==> src/include/clm_pkg.sv <==
// Package: register map, field layout and bus carriers of the channel monitor
package clm_pkg;

  // ==========================================================================
  // Register indices (byte address is four times the index)
  localparam logic [5:0] CLM_IDX_IRQ_SUMMARY = 6'h0B;
  localparam logic [5:0] CLM_IDX_TX_SYNTH    = 6'h0C;
  localparam logic [5:0] CLM_IDX_TX_SPARE    = 6'h0D;
  localparam logic [5:0] CLM_IDX_RX_RECOVERY = 6'h0E;
  localparam logic [5:0] CLM_IDX_RX_MODE     = 6'h0F;
  localparam logic [5:0] CLM_IDX_SECT_CTRL   = 6'h10;
  localparam logic [5:0] CLM_IDX_SECT_STATUS = 6'h11;
  localparam logic [5:0] CLM_IDX_B1_COUNT    = 6'h12;

  // ==========================================================================
  // Field positions
  localparam int unsigned CLM_TX_FLAG_BIT      = 5;
  localparam int unsigned CLM_TX_STAT_BIT      = 3;
  localparam int unsigned CLM_TX_EN_BIT        = 1;
  localparam int unsigned CLM_RX_REF_FLAG_BIT  = 6;
  localparam int unsigned CLM_RX_DATA_FLAG_BIT = 5;
  localparam int unsigned CLM_RX_REF_STAT_BIT  = 4;
  localparam int unsigned CLM_RX_DATA_STAT_BIT = 3;
  localparam int unsigned CLM_RX_REF_EN_BIT    = 2;
  localparam int unsigned CLM_RX_DATA_EN_BIT   = 1;
  localparam int unsigned CLM_MODE_WAN_BIT     = 6;
  localparam int unsigned CLM_MODE_TUNE_BIT    = 5;
  localparam int unsigned CLM_SC_BLOCK_BIT     = 7;
  localparam int unsigned CLM_SC_DESCR_BIT     = 6;
  localparam int unsigned CLM_SC_REFRAME_BIT   = 5;
  localparam int unsigned CLM_SC_SHORT_BIT     = 4;
  localparam int unsigned CLM_SC_PAR_EN_BIT    = 3;
  localparam int unsigned CLM_SS_PAR_FLAG_BIT  = 6;
  localparam int unsigned CLM_SS_FLAG_LSB      = 3;

  // Writable bit masks and reset values
  localparam logic [7:0] CLM_TX_WR_MASK    = 8'hC3;
  localparam logic [7:0] CLM_SPARE_WR_MASK = 8'h0F;
  localparam logic [7:0] CLM_RX_WR_MASK    = 8'h87;
  localparam logic [7:0] CLM_MODE_WR_MASK  = 8'hFF;
  localparam logic [7:0] CLM_SC_WR_MASK    = 8'hDF;
  localparam logic [7:0] CLM_RESET_BYTE    = 8'h00;

  // Framing pattern bits examined by each framing algorithm
  localparam int unsigned CLM_FRAME_BITS_SHORT = 12;
  localparam int unsigned CLM_FRAME_BITS_FULL  = 48;

  // Bus answers
  localparam logic [1:0] CLM_RESP_OKAY   = 2'h0;
  localparam logic [1:0] CLM_RESP_DECERR = 2'h3;

  // ==========================================================================
  // Bus carriers
  typedef struct packed {
    logic        awvalid;
    logic [7:0]  awaddr;
    logic        wvalid;
    logic [31:0] wdata;
    logic [3:0]  wstrb;
    logic        bready;
    logic        arvalid;
    logic [7:0]  araddr;
    logic        rready;
  } clm_axi_req_t;

  typedef struct packed {
    logic        awready;
    logic        wready;
    logic        bvalid;
    logic [1:0]  bresp;
    logic        arready;
    logic        rvalid;
    logic [31:0] rdata;
    logic [1:0]  rresp;
  } clm_axi_rsp_t;

endpackage : clm_pkg

==> src/rtl/clm_monitor.sv <==
// Channel lock monitor and receive section control register bank
`timescale 1ns/1ns
module clm_monitor
  import clm_pkg::*;
(
  // Clock and reset
  input  wire logic                  aclk,
  input  wire logic                  aresetn,
  // Register bus
  input  wire clm_pkg::clm_axi_req_t axi_req,
  output      clm_pkg::clm_axi_rsp_t axi_rsp,
  // Sub-block interrupt requests
  input  wire logic                  path_trace_irq_summary,
  input  wire logic                  sync_msg_irq_summary,
  input  wire logic                  wan_sync_irq_summary,
  input  wire logic                  rx_fifo_irq_summary,
  input  wire logic                  tx_fifo_irq_summary,
  // Loop detectors (asynchronous)
  input  wire logic                  tx_synth_freq_off,
  input  wire logic                  rx_recov_freq_off,
  input  wire logic                  rx_line_idle_80,
  input  wire logic                  rx_ref_unlocked,
  // Section framer
  input  wire logic                  sect_out_of_frame,
  input  wire logic                  sect_frame_loss,
  input  wire logic                  sect_signal_loss,
  input  wire logic                  sect_frame_boundary,
  input  wire logic                  sect_b1_valid,
  input  wire logic [3:0]            sect_b1_err_bits,
  // Control outputs
  output      logic                  recovery_wide_area_select,
  output      logic                  recovery_loop_tuning,
  output      logic                  short_framing_select,
  output      logic                  descrambler_disable,
  output      logic                  block_error_count_mode,
  output      logic                  force_reframe,
  output      logic                  irq
);
  import clm_pkg::*;

  // ==========================================================================
  // State
  typedef struct packed {
    clm_axi_rsp_t rsp;
    logic         aw_got;
    logic [5:0]   aw_idx;
    logic         w_got;
    logic [7:0]   w_byte;
    logic         w_lane0;
    logic [3:0]   sync1;
    logic [3:0]   sync2;
    logic         tx_status;
    logic         rx_data_status;
    logic         rx_ref_status;
    logic         tx_flag;
    logic         rx_data_flag;
    logic         rx_ref_flag;
    logic [7:0]   tx_ctrl;
    logic [7:0]   tx_spare;
    logic [7:0]   rx_ctrl;
    logic [7:0]   mode;
    logic [7:0]   sect_ctrl;
    logic [2:0]   alarm_lvl;
    logic [2:0]   alarm_flag;
    logic         par_flag;
    logic [4:0]   summary;
    logic         reframe_pend;
    logic         force_reframe;
    logic [15:0]  b1_count;
    logic         irq;
  } clm_state_t;

  clm_state_t st_r;
  clm_state_t st_nxt;

  logic       do_write;
  logic       rd_fire;
  logic [5:0] rd_idx;
  logic       tx_chg;
  logic       rxd_chg;
  logic       rxr_chg;
  logic [2:0] alarm_chg;
  logic       par_err;
  logic [4:0] b1_add;
  logic [16:0] b1_sum;
  logic [15:0] b1_base;
  logic [7:0] rd_byte;
  logic       rd_hit;
  logic       wr_hit;

  // ==========================================================================
  // Next state
  always_comb begin
    st_nxt   = st_r;
    do_write = st_r.aw_got && st_r.w_got && !st_r.rsp.bvalid;
    rd_fire  = axi_req.arvalid && st_r.rsp.arready;
    rd_idx   = axi_req.araddr[7:2];
    rd_byte  = CLM_RESET_BYTE;
    rd_hit   = 1'b1;
    wr_hit   = 1'b1;

    // Write address and data are taken independently
    if (axi_req.awvalid && st_r.rsp.awready) begin
      st_nxt.aw_got = 1'b1;
      st_nxt.aw_idx = axi_req.awaddr[7:2];
    end
    if (axi_req.wvalid && st_r.rsp.wready) begin
      st_nxt.w_got   = 1'b1;
      st_nxt.w_byte  = axi_req.wdata[7:0];
      st_nxt.w_lane0 = axi_req.wstrb[0];
    end
    if (st_r.rsp.bvalid && axi_req.bready) begin
      st_nxt.rsp.bvalid = 1'b0;
    end

    // Level inputs from the analog loops cross through two flops
    st_nxt.sync1 = {rx_ref_unlocked, rx_line_idle_80, rx_recov_freq_off,
                    tx_synth_freq_off};
    st_nxt.sync2 = st_r.sync1;
    tx_chg  = st_r.sync2[0] ^ st_r.tx_status;
    rxd_chg = (st_r.sync2[1] | st_r.sync2[2]) ^ st_r.rx_data_status;
    rxr_chg = st_r.sync2[3] ^ st_r.rx_ref_status;
    st_nxt.tx_status      = st_r.sync2[0];
    st_nxt.rx_data_status = st_r.sync2[1] | st_r.sync2[2];
    st_nxt.rx_ref_status  = st_r.sync2[3];

    // Section alarms and parity errors come from the same clock
    st_nxt.alarm_lvl = {sect_signal_loss, sect_frame_loss, sect_out_of_frame};
    alarm_chg = st_nxt.alarm_lvl ^ st_r.alarm_lvl;
    par_err   = sect_b1_valid && (sect_b1_err_bits != 4'h0);
    st_nxt.summary = {tx_fifo_irq_summary, rx_fifo_irq_summary,
                      wan_sync_irq_summary, sync_msg_irq_summary,
                      path_trace_irq_summary};

    // Read: answer data and read-clear side effects
    if (st_r.rsp.rvalid && axi_req.rready) begin
      st_nxt.rsp.rvalid = 1'b0;
    end
    case (rd_idx)
      CLM_IDX_IRQ_SUMMARY: rd_byte = {3'h0, st_r.summary};
      CLM_IDX_TX_SYNTH: begin
        rd_byte = st_r.tx_ctrl;
        rd_byte[CLM_TX_FLAG_BIT] = st_r.tx_flag;
        rd_byte[CLM_TX_STAT_BIT] = st_r.tx_status;
      end
      CLM_IDX_TX_SPARE: rd_byte = st_r.tx_spare;
      CLM_IDX_RX_RECOVERY: begin
        rd_byte = st_r.rx_ctrl;
        rd_byte[CLM_RX_REF_FLAG_BIT]  = st_r.rx_ref_flag;
        rd_byte[CLM_RX_DATA_FLAG_BIT] = st_r.rx_data_flag;
        rd_byte[CLM_RX_REF_STAT_BIT]  = st_r.rx_ref_status;
        rd_byte[CLM_RX_DATA_STAT_BIT] = st_r.rx_data_status;
      end
      CLM_IDX_RX_MODE:     rd_byte = st_r.mode;
      CLM_IDX_SECT_CTRL:   rd_byte = st_r.sect_ctrl;
      CLM_IDX_SECT_STATUS: rd_byte = {1'b0, st_r.par_flag,
                                      st_r.alarm_flag, st_r.alarm_lvl};
      CLM_IDX_B1_COUNT:    rd_byte = st_r.b1_count[7:0];
      default:             rd_hit  = 1'b0;
    endcase
    if (rd_fire) begin
      st_nxt.rsp.rvalid = 1'b1;
      st_nxt.rsp.rresp  = rd_hit ? CLM_RESP_OKAY : CLM_RESP_DECERR;
      st_nxt.rsp.rdata  = {24'h0, rd_byte};
      if (rd_idx == CLM_IDX_B1_COUNT) begin
        st_nxt.rsp.rdata = {16'h0, st_r.b1_count};
      end
    end

    // Sticky flags: a change in the clearing cycle still sets the flag
    st_nxt.tx_flag = (st_r.tx_flag &
                      !(rd_fire && rd_idx == CLM_IDX_TX_SYNTH)) |
                     tx_chg;
    st_nxt.rx_data_flag = (st_r.rx_data_flag &
                           !(rd_fire && rd_idx == CLM_IDX_RX_RECOVERY)) |
                          rxd_chg;
    st_nxt.rx_ref_flag = (st_r.rx_ref_flag &
                          !(rd_fire && rd_idx == CLM_IDX_RX_RECOVERY)) |
                         rxr_chg;
    st_nxt.alarm_flag = (st_r.alarm_flag &
                         {3{!(rd_fire && rd_idx == CLM_IDX_SECT_STATUS)}}) |
                        alarm_chg;
    st_nxt.par_flag = (st_r.par_flag &
                       !(rd_fire && rd_idx == CLM_IDX_SECT_STATUS)) |
                      par_err;

    // Error counter; reading it restarts accumulation without losing events
    b1_base = (rd_fire && rd_idx == CLM_IDX_B1_COUNT) ? 16'h0000
                                                       : st_r.b1_count;
    b1_add = 5'h00;
    if (sect_b1_valid) begin
      b1_add = st_r.sect_ctrl[CLM_SC_BLOCK_BIT] ?
               {4'h0, par_err} : {1'b0, sect_b1_err_bits};
    end
    b1_sum = {1'b0, b1_base} + {12'h000, b1_add};
    st_nxt.b1_count = b1_sum[16] ? 16'hFFFF : b1_sum[15:0];

    // Register write; only byte lane 0 carries register data
    if (do_write) begin
      st_nxt.aw_got     = 1'b0;
      st_nxt.w_got      = 1'b0;
      st_nxt.rsp.bvalid = 1'b1;
      case (st_r.aw_idx)
        CLM_IDX_TX_SYNTH: if (st_r.w_lane0) begin
          st_nxt.tx_ctrl = st_r.w_byte & CLM_TX_WR_MASK;
        end
        CLM_IDX_TX_SPARE: if (st_r.w_lane0) begin
          st_nxt.tx_spare = st_r.w_byte & CLM_SPARE_WR_MASK;
        end
        CLM_IDX_RX_RECOVERY: if (st_r.w_lane0) begin
          st_nxt.rx_ctrl = st_r.w_byte & CLM_RX_WR_MASK;
        end
        CLM_IDX_RX_MODE: if (st_r.w_lane0) begin
          st_nxt.mode = st_r.w_byte & CLM_MODE_WR_MASK;
        end
        CLM_IDX_SECT_CTRL: if (st_r.w_lane0) begin
          st_nxt.sect_ctrl = st_r.w_byte & CLM_SC_WR_MASK;
        end
        CLM_IDX_IRQ_SUMMARY, CLM_IDX_SECT_STATUS, CLM_IDX_B1_COUNT: begin
          wr_hit = 1'b1;
        end
        default: wr_hit = 1'b0;
      endcase
      st_nxt.rsp.bresp = wr_hit ? CLM_RESP_OKAY : CLM_RESP_DECERR;
    end

    // Forced reframe waits for the framer's next boundary
    st_nxt.force_reframe = st_r.reframe_pend && sect_frame_boundary;
    st_nxt.reframe_pend = (st_r.reframe_pend && !sect_frame_boundary) ||
                          (do_write && st_r.w_lane0 &&
                           st_r.aw_idx == CLM_IDX_SECT_CTRL &&
                           st_r.w_byte[CLM_SC_REFRAME_BIT]);

    // One interrupt line gathers every enabled flag
    st_nxt.irq = (st_nxt.tx_flag &&
                  st_r.tx_ctrl[CLM_TX_EN_BIT]) ||
                 (st_nxt.rx_data_flag &&
                  st_r.rx_ctrl[CLM_RX_DATA_EN_BIT]) ||
                 (st_nxt.rx_ref_flag && st_r.rx_ctrl[CLM_RX_REF_EN_BIT]) ||
                 (|(st_nxt.alarm_flag & st_r.sect_ctrl[2:0])) ||
                 (st_nxt.par_flag &&
                  st_r.sect_ctrl[CLM_SC_PAR_EN_BIT]);

    // Each channel is ready only while it holds nothing unanswered, so one write and one read at a time
    st_nxt.rsp.awready = !st_nxt.aw_got && !st_nxt.rsp.bvalid;
    st_nxt.rsp.wready  = !st_nxt.w_got && !st_nxt.rsp.bvalid;
    st_nxt.rsp.arready = !st_nxt.rsp.rvalid;
  end

  always_ff @(posedge aclk) begin
    if (!aresetn) begin
      st_r <= '0;
    end else begin
      st_r <= st_nxt;
    end
  end

  // ==========================================================================
  // Outputs
  assign axi_rsp                   = st_r.rsp;
  assign recovery_wide_area_select = st_r.mode[CLM_MODE_WAN_BIT];
  assign recovery_loop_tuning      = st_r.mode[CLM_MODE_TUNE_BIT];
  assign short_framing_select      =
           st_r.sect_ctrl[CLM_SC_SHORT_BIT];
  assign descrambler_disable       =
           st_r.sect_ctrl[CLM_SC_DESCR_BIT];
  assign block_error_count_mode    =
           st_r.sect_ctrl[CLM_SC_BLOCK_BIT];
  assign force_reframe             = st_r.force_reframe;
  assign irq                       = st_r.irq;
endmodule : clm_monitor

==> config.mk <==
export PLATFORM = sky130hd
export DESIGN_NAME = clm_monitor
export DESIGN_NICKNAME = d
export VERILOG_FILES = /design/src/include/clm_pkg.sv /design/src/rtl/clm_monitor.sv
export SDC_FILE = /design/constraint.sdc
export NUM_CORES = 1
export LEC_CHECK = 0
export ABC_AREA = 1
export BUFFER_PORTS_ARGS = -buffer_cell sky130_fd_sc_hd__buf_2
export CORE_ASPECT_RATIO = 1.75
export CORE_MARGIN = 5
export CORE_UTILIZATION = 25
export CTS_CLUSTER_DIAMETER = 60
export DETAILED_ROUTE_END_ITERATION = 8
export PLACE_DENSITY = 0.53
export SLEW_MARGIN = 20
export SYNTH_ARGS = -nofsm -noshare
export SYNTH_HDL_FRONTEND = slang
export SYNTH_SLANG_ARGS = --single-unit
==> constraint.sdc <==
create_clock -name aclk -period 6.4 [get_ports aclk]
set_clock_uncertainty 0.1 [all_clocks]
set_input_delay 1.28 -clock aclk [delete_from_list [all_inputs] [get_ports aclk]]
set_output_delay 1.28 -clock aclk [all_outputs]
set_load 0.03 [all_outputs]
==> run summary, run 1 <==
* Seq cells post-synth: 112
* initial DRC count: 116
* number of primary I/O pins: 125
* type of the worst min-delay path: flop to flop
* proportion of register bits with asynchronous set or reset after synthesis: 0
* Root Buffer Master: sky130_fd_sc_hd__clkbuf_16
* fraction of layout cells with a size suffix above 1: 0.178
* pins over their slew limit: 0
* post-detailed-route wirelength per cell: 13.4 µm
* maximum fanout encountered on the critical timing path: 28
* Layout Cells excl Fill: 987
* total of buffers placed on input and output ports: 77
* placer congestion estimate: 0.858
* finished layout cell area: 0.00584 mm²
* top-area cell type share of the netlist area: 0.430
* TritonCTS clock tree: done
* mean instance size in the synthesized netlist: 7.60 µm²
* worst endpoint required time: 6540 ps
* post-synthesis sequential area ratio: 0.430
* DR DRC count: 0
* area growth from synthesis to layout: 12.1%
* gate count after technology mapping: 686
* worst-case clock buffer depth: 2
* clock transition at the register clock pins on the worst setup and hold paths after CTS: 70 ps
* synth unique cells: 39
* number of buffer and inverter stages on the critical path: 4
* Hold-fix buffers, CTS: 0
* floorplan core area: 0.0208 mm²
* setup repair bufs after CTS: 0
* CTS buffer count: 9
* Worst Setup Slack post-DPL: 1890 ps
* number of instances resized during post-cts repair: 0
* largest delay contributor family on the critical path: simple AND/OR/NAND/NOR gates
* arrival time at the worst endpoint: 4220 ps
* setup TNS: 0 ps
* post-route ant nets: 0
* Final Power: 1.40 mW
* cell with the largest stage delay on the worst path: sky130_fd_sc_hd__fa_1
* startpoint kind of the worst setup timing path: input pin
* Worst Slack Setup Final: 2320 ps
* cell accounting for the most synthesized area: sky130_fd_sc_hd__dfxtp_1
* slew at the pin closest to its max-slew limit: 672 ps
* Crit path top cell by count: sky130_fd_sc_hd__nand3_1
* maximum number of pins on one net before global-route repair: 54
* total congestion overflow: 0
* number of endpoints with negative hold slack in the final report: 0
* Die X-Extent: 119 µm
* standard-cell rows: 70
* VDD IR max: 0.000107 V
* Fmax: 245 MHz
* synthesized area: 0.00521 mm²
* placed wire-length estimate: 9890 µm
* most instantiated flip-flop cell in the synthesis netlist: sky130_fd_sc_hd__dfxtp_1
* number of vias per cell: 4.28
* Max Cap Viol: 0
* area of the die: 0.0240 mm²
* slowest stage delay, CP: 410 ps
* clock insertion delay at the later pin of the skew report: 350 ps
* Antenna Diode Count: 0
* Synth area leaders: sky130_fd_sc_hd__dfxtp_1 43%, sky130_fd_sc_hd__nand2_1 10%, sky130_fd_sc_hd__buf_4 6.0%
* status: finished clean
* most numerous cell types in the synthesized netlist: 145 x sky130_fd_sc_hd__nand2_1, 112 x sky130_fd_sc_hd__dfxtp_1, 78 x sky130_fd_sc_hd__inv_1
* via count: 4226
* kind of end point of the critical path: flop
* Critical Setup Path Class: input pin to flop
* Layout Nets: 812
* via count of the first global-routing pass: 4250
* starting density of the core: 0.251
* Worst slew margin: 0.550
* Post-synth EDFFs: 0
* total placed cells including tap cells: 971
* endpoints failing setup: 0
* cell with the most instances after synthesis: sky130_fd_sc_hd__nand2_1
* count of H-tree levels built during CTS: 3
* leakage power of the design: 2.70 nW
* Chip Height: 201 µm
* placed cell areas: 0.00558 mm²
* drt pass-1 iters: 5
* post-route clock period utilization: 0.637
* global router's overall resource usage: 0.113
* shortest clock period the worst path allows after layout: 4080 ps
* power per standard cell area: 240 mW/mm²
* CTS Sinks: 112
* Cell Chain, Critical Path: buf_2 -> nand2_4 -> inv_2 -> nand3_4 -> inv_2 -> nor2_1 -> ha_1 -> fa_1 -> nand3_1 -> nand3_1 -> nand4_2 -> nor2_4 -> nand3b_4 -> nand3_1 -> nand2_1 -> inv_1
* Synth Warn #: 0
* global-route wire length before repair: 21600 µm
* Layout Utilization: 0.282
* unrepaired setup endpoints after global routing: no
* number of antenna violations at the first check in global routing: 0
* final worst hold slack: 316 ps
* Final Routed Wirelength: 13300 µm
## path summary, 6_finish.rpt
kind	start	end	slack [ps]	depth (start not counted)
setup / recovery	axi_req[9]	st_r[12]	2320	16
hold reg to reg	st_nxt[78]	st_r[78]	320	2
setup reg to reg	axi_rsp[35]	st_r[12]	2980	15
hold / removal	st_nxt[78]	st_r[78]	320	2
## state kept, by name, summed over array words and instances (netlist names)
| signal | count |
|---|---|
| axi_rsp | 23 |
| block_error_count_mode | 1 |
| descrambler_disable | 1 |
| force_reframe | 1 |
| irq | 1 |
| recovery_loop_tuning | 1 |
| recovery_wide_area_select | 1 |
| short_framing_select | 1 |
| st_nxt | 6 |
| st_r | 76 |
## layout make-up
cell class	instances	area, µm²
flip-flops and latches	112	2240
repair buffers	80	408
multi-input cells	445	2300
well taps	252	315
inverters	82	308
clock buffers	13	250
clock inverters	3	17.5
fillers	2263	14900
## routing by layer
layer	GRT usage	up-vias	wire length, µm
li1	-	2238	-
met2	0.211	80	7150
met4	0.0406	0	151
met3	0.0175	4	465
met1	0.127	1904	5500
met5	0	-	0
## cells by family after synthesis
family	share of synthesized area
AOI/OAI and AO/OA	0.152
adders and majority gates	0.0134
and+or+nand+nor	0.246
DFF	0.430
other	0.000719
buffers and inverters	0.139
xor gates and xnor gates	0.0185
## cells in the final DEF (no fill, tap or decap), types with 2 or more instances in the layout
cell type / count
sky130_fd_sc_hd__o21ai_0: 43
sky130_fd_sc_hd__nor2_4: 3
sky130_fd_sc_hd__inv_1: 78
sky130_fd_sc_hd__a211oi_1: 16
sky130_fd_sc_hd__a22oi_1: 6
sky130_fd_sc_hd__xor2_1: 4
sky130_fd_sc_hd__xnor2_1: 7
sky130_fd_sc_hd__buf_2: 77
sky130_fd_sc_hd__nand2_4: 2
sky130_fd_sc_hd__nor3_1: 3
sky130_fd_sc_hd__clkinv_2: 2
sky130_fd_sc_hd__nand2_1: 145
sky130_fd_sc_hd__nand3b_1: 2
sky130_fd_sc_hd__a211oi_2: 2
sky130_fd_sc_hd__a21oi_2: 10
sky130_fd_sc_hd__nand3_1: 29
sky130_fd_sc_hd__nor2_2: 6
sky130_fd_sc_hd__buf_4: 3
sky130_fd_sc_hd__nor2_1: 67
sky130_fd_sc_hd__a22o_1: 3
sky130_fd_sc_hd__nand2_2: 3
sky130_fd_sc_hd__clkbuf_1: 3
sky130_fd_sc_hd__nor3_4: 3
sky130_fd_sc_hd__clkbuf_16: 9
sky130_fd_sc_hd__dfxtp_1: 112
sky130_fd_sc_hd__conb_1: 16
sky130_fd_sc_hd__ha_1: 4
sky130_fd_sc_hd__nand4_1: 9
sky130_fd_sc_hd__inv_2: 4
sky130_fd_sc_hd__a21oi_1: 52
## power breakdown
group          switching, mW  total, mW  internal, mW
clock                  0.253      0.528         0.275
sequential            0.0133      0.735         0.722
combinational         0.0954      0.140        0.0443
## worst reg2reg max path, delay by kind of cell (launching register included)
kind | cells | cell delay, ps
simple gates | 10 | 1530
buf+inv | 3 | 710
fa+ha+maj | 2 | 620
flops | 1 | 370
No activity file was read; power rests on OpenSTA's default activity.
==> run 2, diff against run 1 <==
Clock period 6.4 ns to 3.8 ns, I/O delays scaled along.
==> run 2 against run 1 <==
Via count rose by 0.12%. Critical path depth grew 1. Largest cell class unchanged. Register-to-register slack got worse by 1700 ps. Routed wire length down 0.15%. Total power rose by 75%. Cell count is 0.81% higher. Non-clock buffer count rose by 8. First-iteration DRC count is 110% higher. Highest routed layer unchanged. Sequential share of layout area shrank 0.61 points. Sequential cell count is the same.
==> run summary, run 2 (synthesis gave the netlist of run 1 again) <==
* status: finished clean
* TritonCTS clock tree: done
* max reg flops: 76
* number of instances resized during post-cts repair: 0
* Critical Setup Path Class: input pin to flop
* global router's overall resource usage: 0.112
* Layout Nets: 820
* Worst slew margin: 0.561
* number of endpoints with negative hold slack in the final report: 0
* CTS Sinks: 112
* total congestion overflow: 0
* FF-to-FF path depth: 13
* area growth from synthesis to layout: 13.9%
* count of H-tree levels built during CTS: 3
* area of the die: 0.0240 mm²
* via count: 4231
* most flop-heavy register: st_r
* Reg2Reg Setup Slack: 1250 ps
* clock transition at the register clock pins on the worst setup and hold paths after CTS: 70 ps
* Die X-Extent: 119 µm
* maximum number of pins on one net before global-route repair: 53
* floorplan core area: 0.0208 mm²
* setup repair bufs after CTS: 0
* total of buffers placed on input and output ports: 77
* startpoint kind of the worst setup timing path: input pin
* drt pass-1 iters: 4
* hold wc startpoint: st_nxt[80]
* CTS buffer count: 9
* standard-cell rows: 70
* post-route clock period utilization: 0.753
* Chip Height: 201 µm
* Final Power: 2.46 mW
* worst r2r src: block_error_count_mode
* power per standard cell area: 414 mW/mm²
* maximum fanout encountered on the critical timing path: 15
* shortest clock period the worst path allows after layout: 2860 ps
* DR DRC count: 0
* kind of end point of the critical path: flop
* Hold-fix buffers, CTS: 0
* type of the worst min-delay path: flop to flop
* Max Cap Viol: 0
* placed cell areas: 0.00564 mm²
* VDD IR max: 0.000175 V
* Fmax: 349 MHz
* worst endpoint required time: 3950 ps
* starting density of the core: 0.251
* worst-case clock buffer depth: 2
* reg2reg end: st_r[14]
* via count of the first global-routing pass: 4171
* initial DRC count: 249
* setup TNS: 0 ps
* Final Routed Wirelength: 13300 µm
* leakage power of the design: 2.77 nW
* global-route wire length before repair: 21400 µm
* clock insertion delay at the later pin of the skew report: 350 ps
* unrepaired setup endpoints after global routing: no
* number of vias per cell: 4.25
* finished layout cell area: 0.00594 mm²
* fraction of layout cells with a size suffix above 1: 0.191
* Root Buffer Master: sky130_fd_sc_hd__clkbuf_16
* placer congestion estimate: 0.883
* slew at the pin closest to its max-slew limit: 655 ps
* leading cell types in the layout, fill and taps excluded: 145 x sky130_fd_sc_hd__nand2_1, 112 x sky130_fd_sc_hd__dfxtp_1, 78 x sky130_fd_sc_hd__inv_1
* post-detailed-route wirelength per cell: 13.3 µm
* number of primary I/O pins: 125
* sink of the worst hold path: st_nxt[74]
* post-route ant nets: 0
* Antenna Diode Count: 0
* WHS Path Cells: 2
* most common cell after layout, fill and taps aside: sky130_fd_sc_hd__nand2_1
* endpoints failing setup: 0
* placed wire-length estimate: 10100 µm
* arrival time at the worst endpoint: 3010 ps
* Layout Utilization: 0.286
* pins over their slew limit: 0
* number of antenna violations at the first check in global routing: 0
[run 2: critical path: stages]
cell	delay, ps
sky130_fd_sc_hd__buf_2	90
sky130_fd_sc_hd__inv_1	70
sky130_fd_sc_hd__nand2_1	70
sky130_fd_sc_hd__nor2_2	200
sky130_fd_sc_hd__nand3_4	90
sky130_fd_sc_hd__inv_2	100
sky130_fd_sc_hd__nor2_1	50
sky130_fd_sc_hd__ha_1	200
sky130_fd_sc_hd__fa_1	400
sky130_fd_sc_hd__nand3_1	100
sky130_fd_sc_hd__nand3_1	130
sky130_fd_sc_hd__nand4_2	170
sky130_fd_sc_hd__nor2_4	80
sky130_fd_sc_hd__nand3b_4	240
sky130_fd_sc_hd__nand3_1	140
sky130_fd_sc_hd__nand2_1	70
sky130_fd_sc_hd__inv_1	40
[run 2: layout make-up]
| cell class | instances | area [µm²] |
|---|---|---|
| clock buffer | 9 | 225 |
| fill | 2289 | 14800 |
| sequential | 112 | 2240 |
| multi-input combinational | 445 | 2300 |
| timing repair buffer | 88 | 468 |
| clock inverter | 7 | 77.6 |
| inverter | 82 | 308 |
| tap | 252 | 315 |
[run 2: report_power, final]
part,total [mW],internal (mW),switching (mW)
logic,0.242,0.0783,0.163
registers,1.24,1.22,0.0225
clock network,0.979,0.521,0.458
total,2.46,1.81,0.644
[run 2: worst max-delay path by stage]
stage	from	to	slack, ps
finish	axi_req[6]	st_r[14]	940
global route	axi_req[6]	st_r[14]	740
CTS	axi_req[6]	st_r[14]	890
detailed placement	axi_req[6]	st_r[14]	520
global placement	axi_req[6]	st_r[14]	520
floorplan	axi_req[6]	st_r[11]	610
[run 2: metrics by stage]
stage	setup WS, ps	hold WS [ps]	std cells
6_report	938	314	995
5_1_grt	743	340	995
4_1_cts	891	319	995
3_5_place_dp	524	301	979
3_3_place_gp	525	296	979
2_1_floorplan	611	290	701
[run 2: routing by layer]
metal | part of all wire | GRT usage
met5 | 0 | 0
met4 | 0.018 | 0.0439
met3 | 0.034 | 0.0144
met2 | 0.53 | 0.209
met1 | 0.41 | 0.128
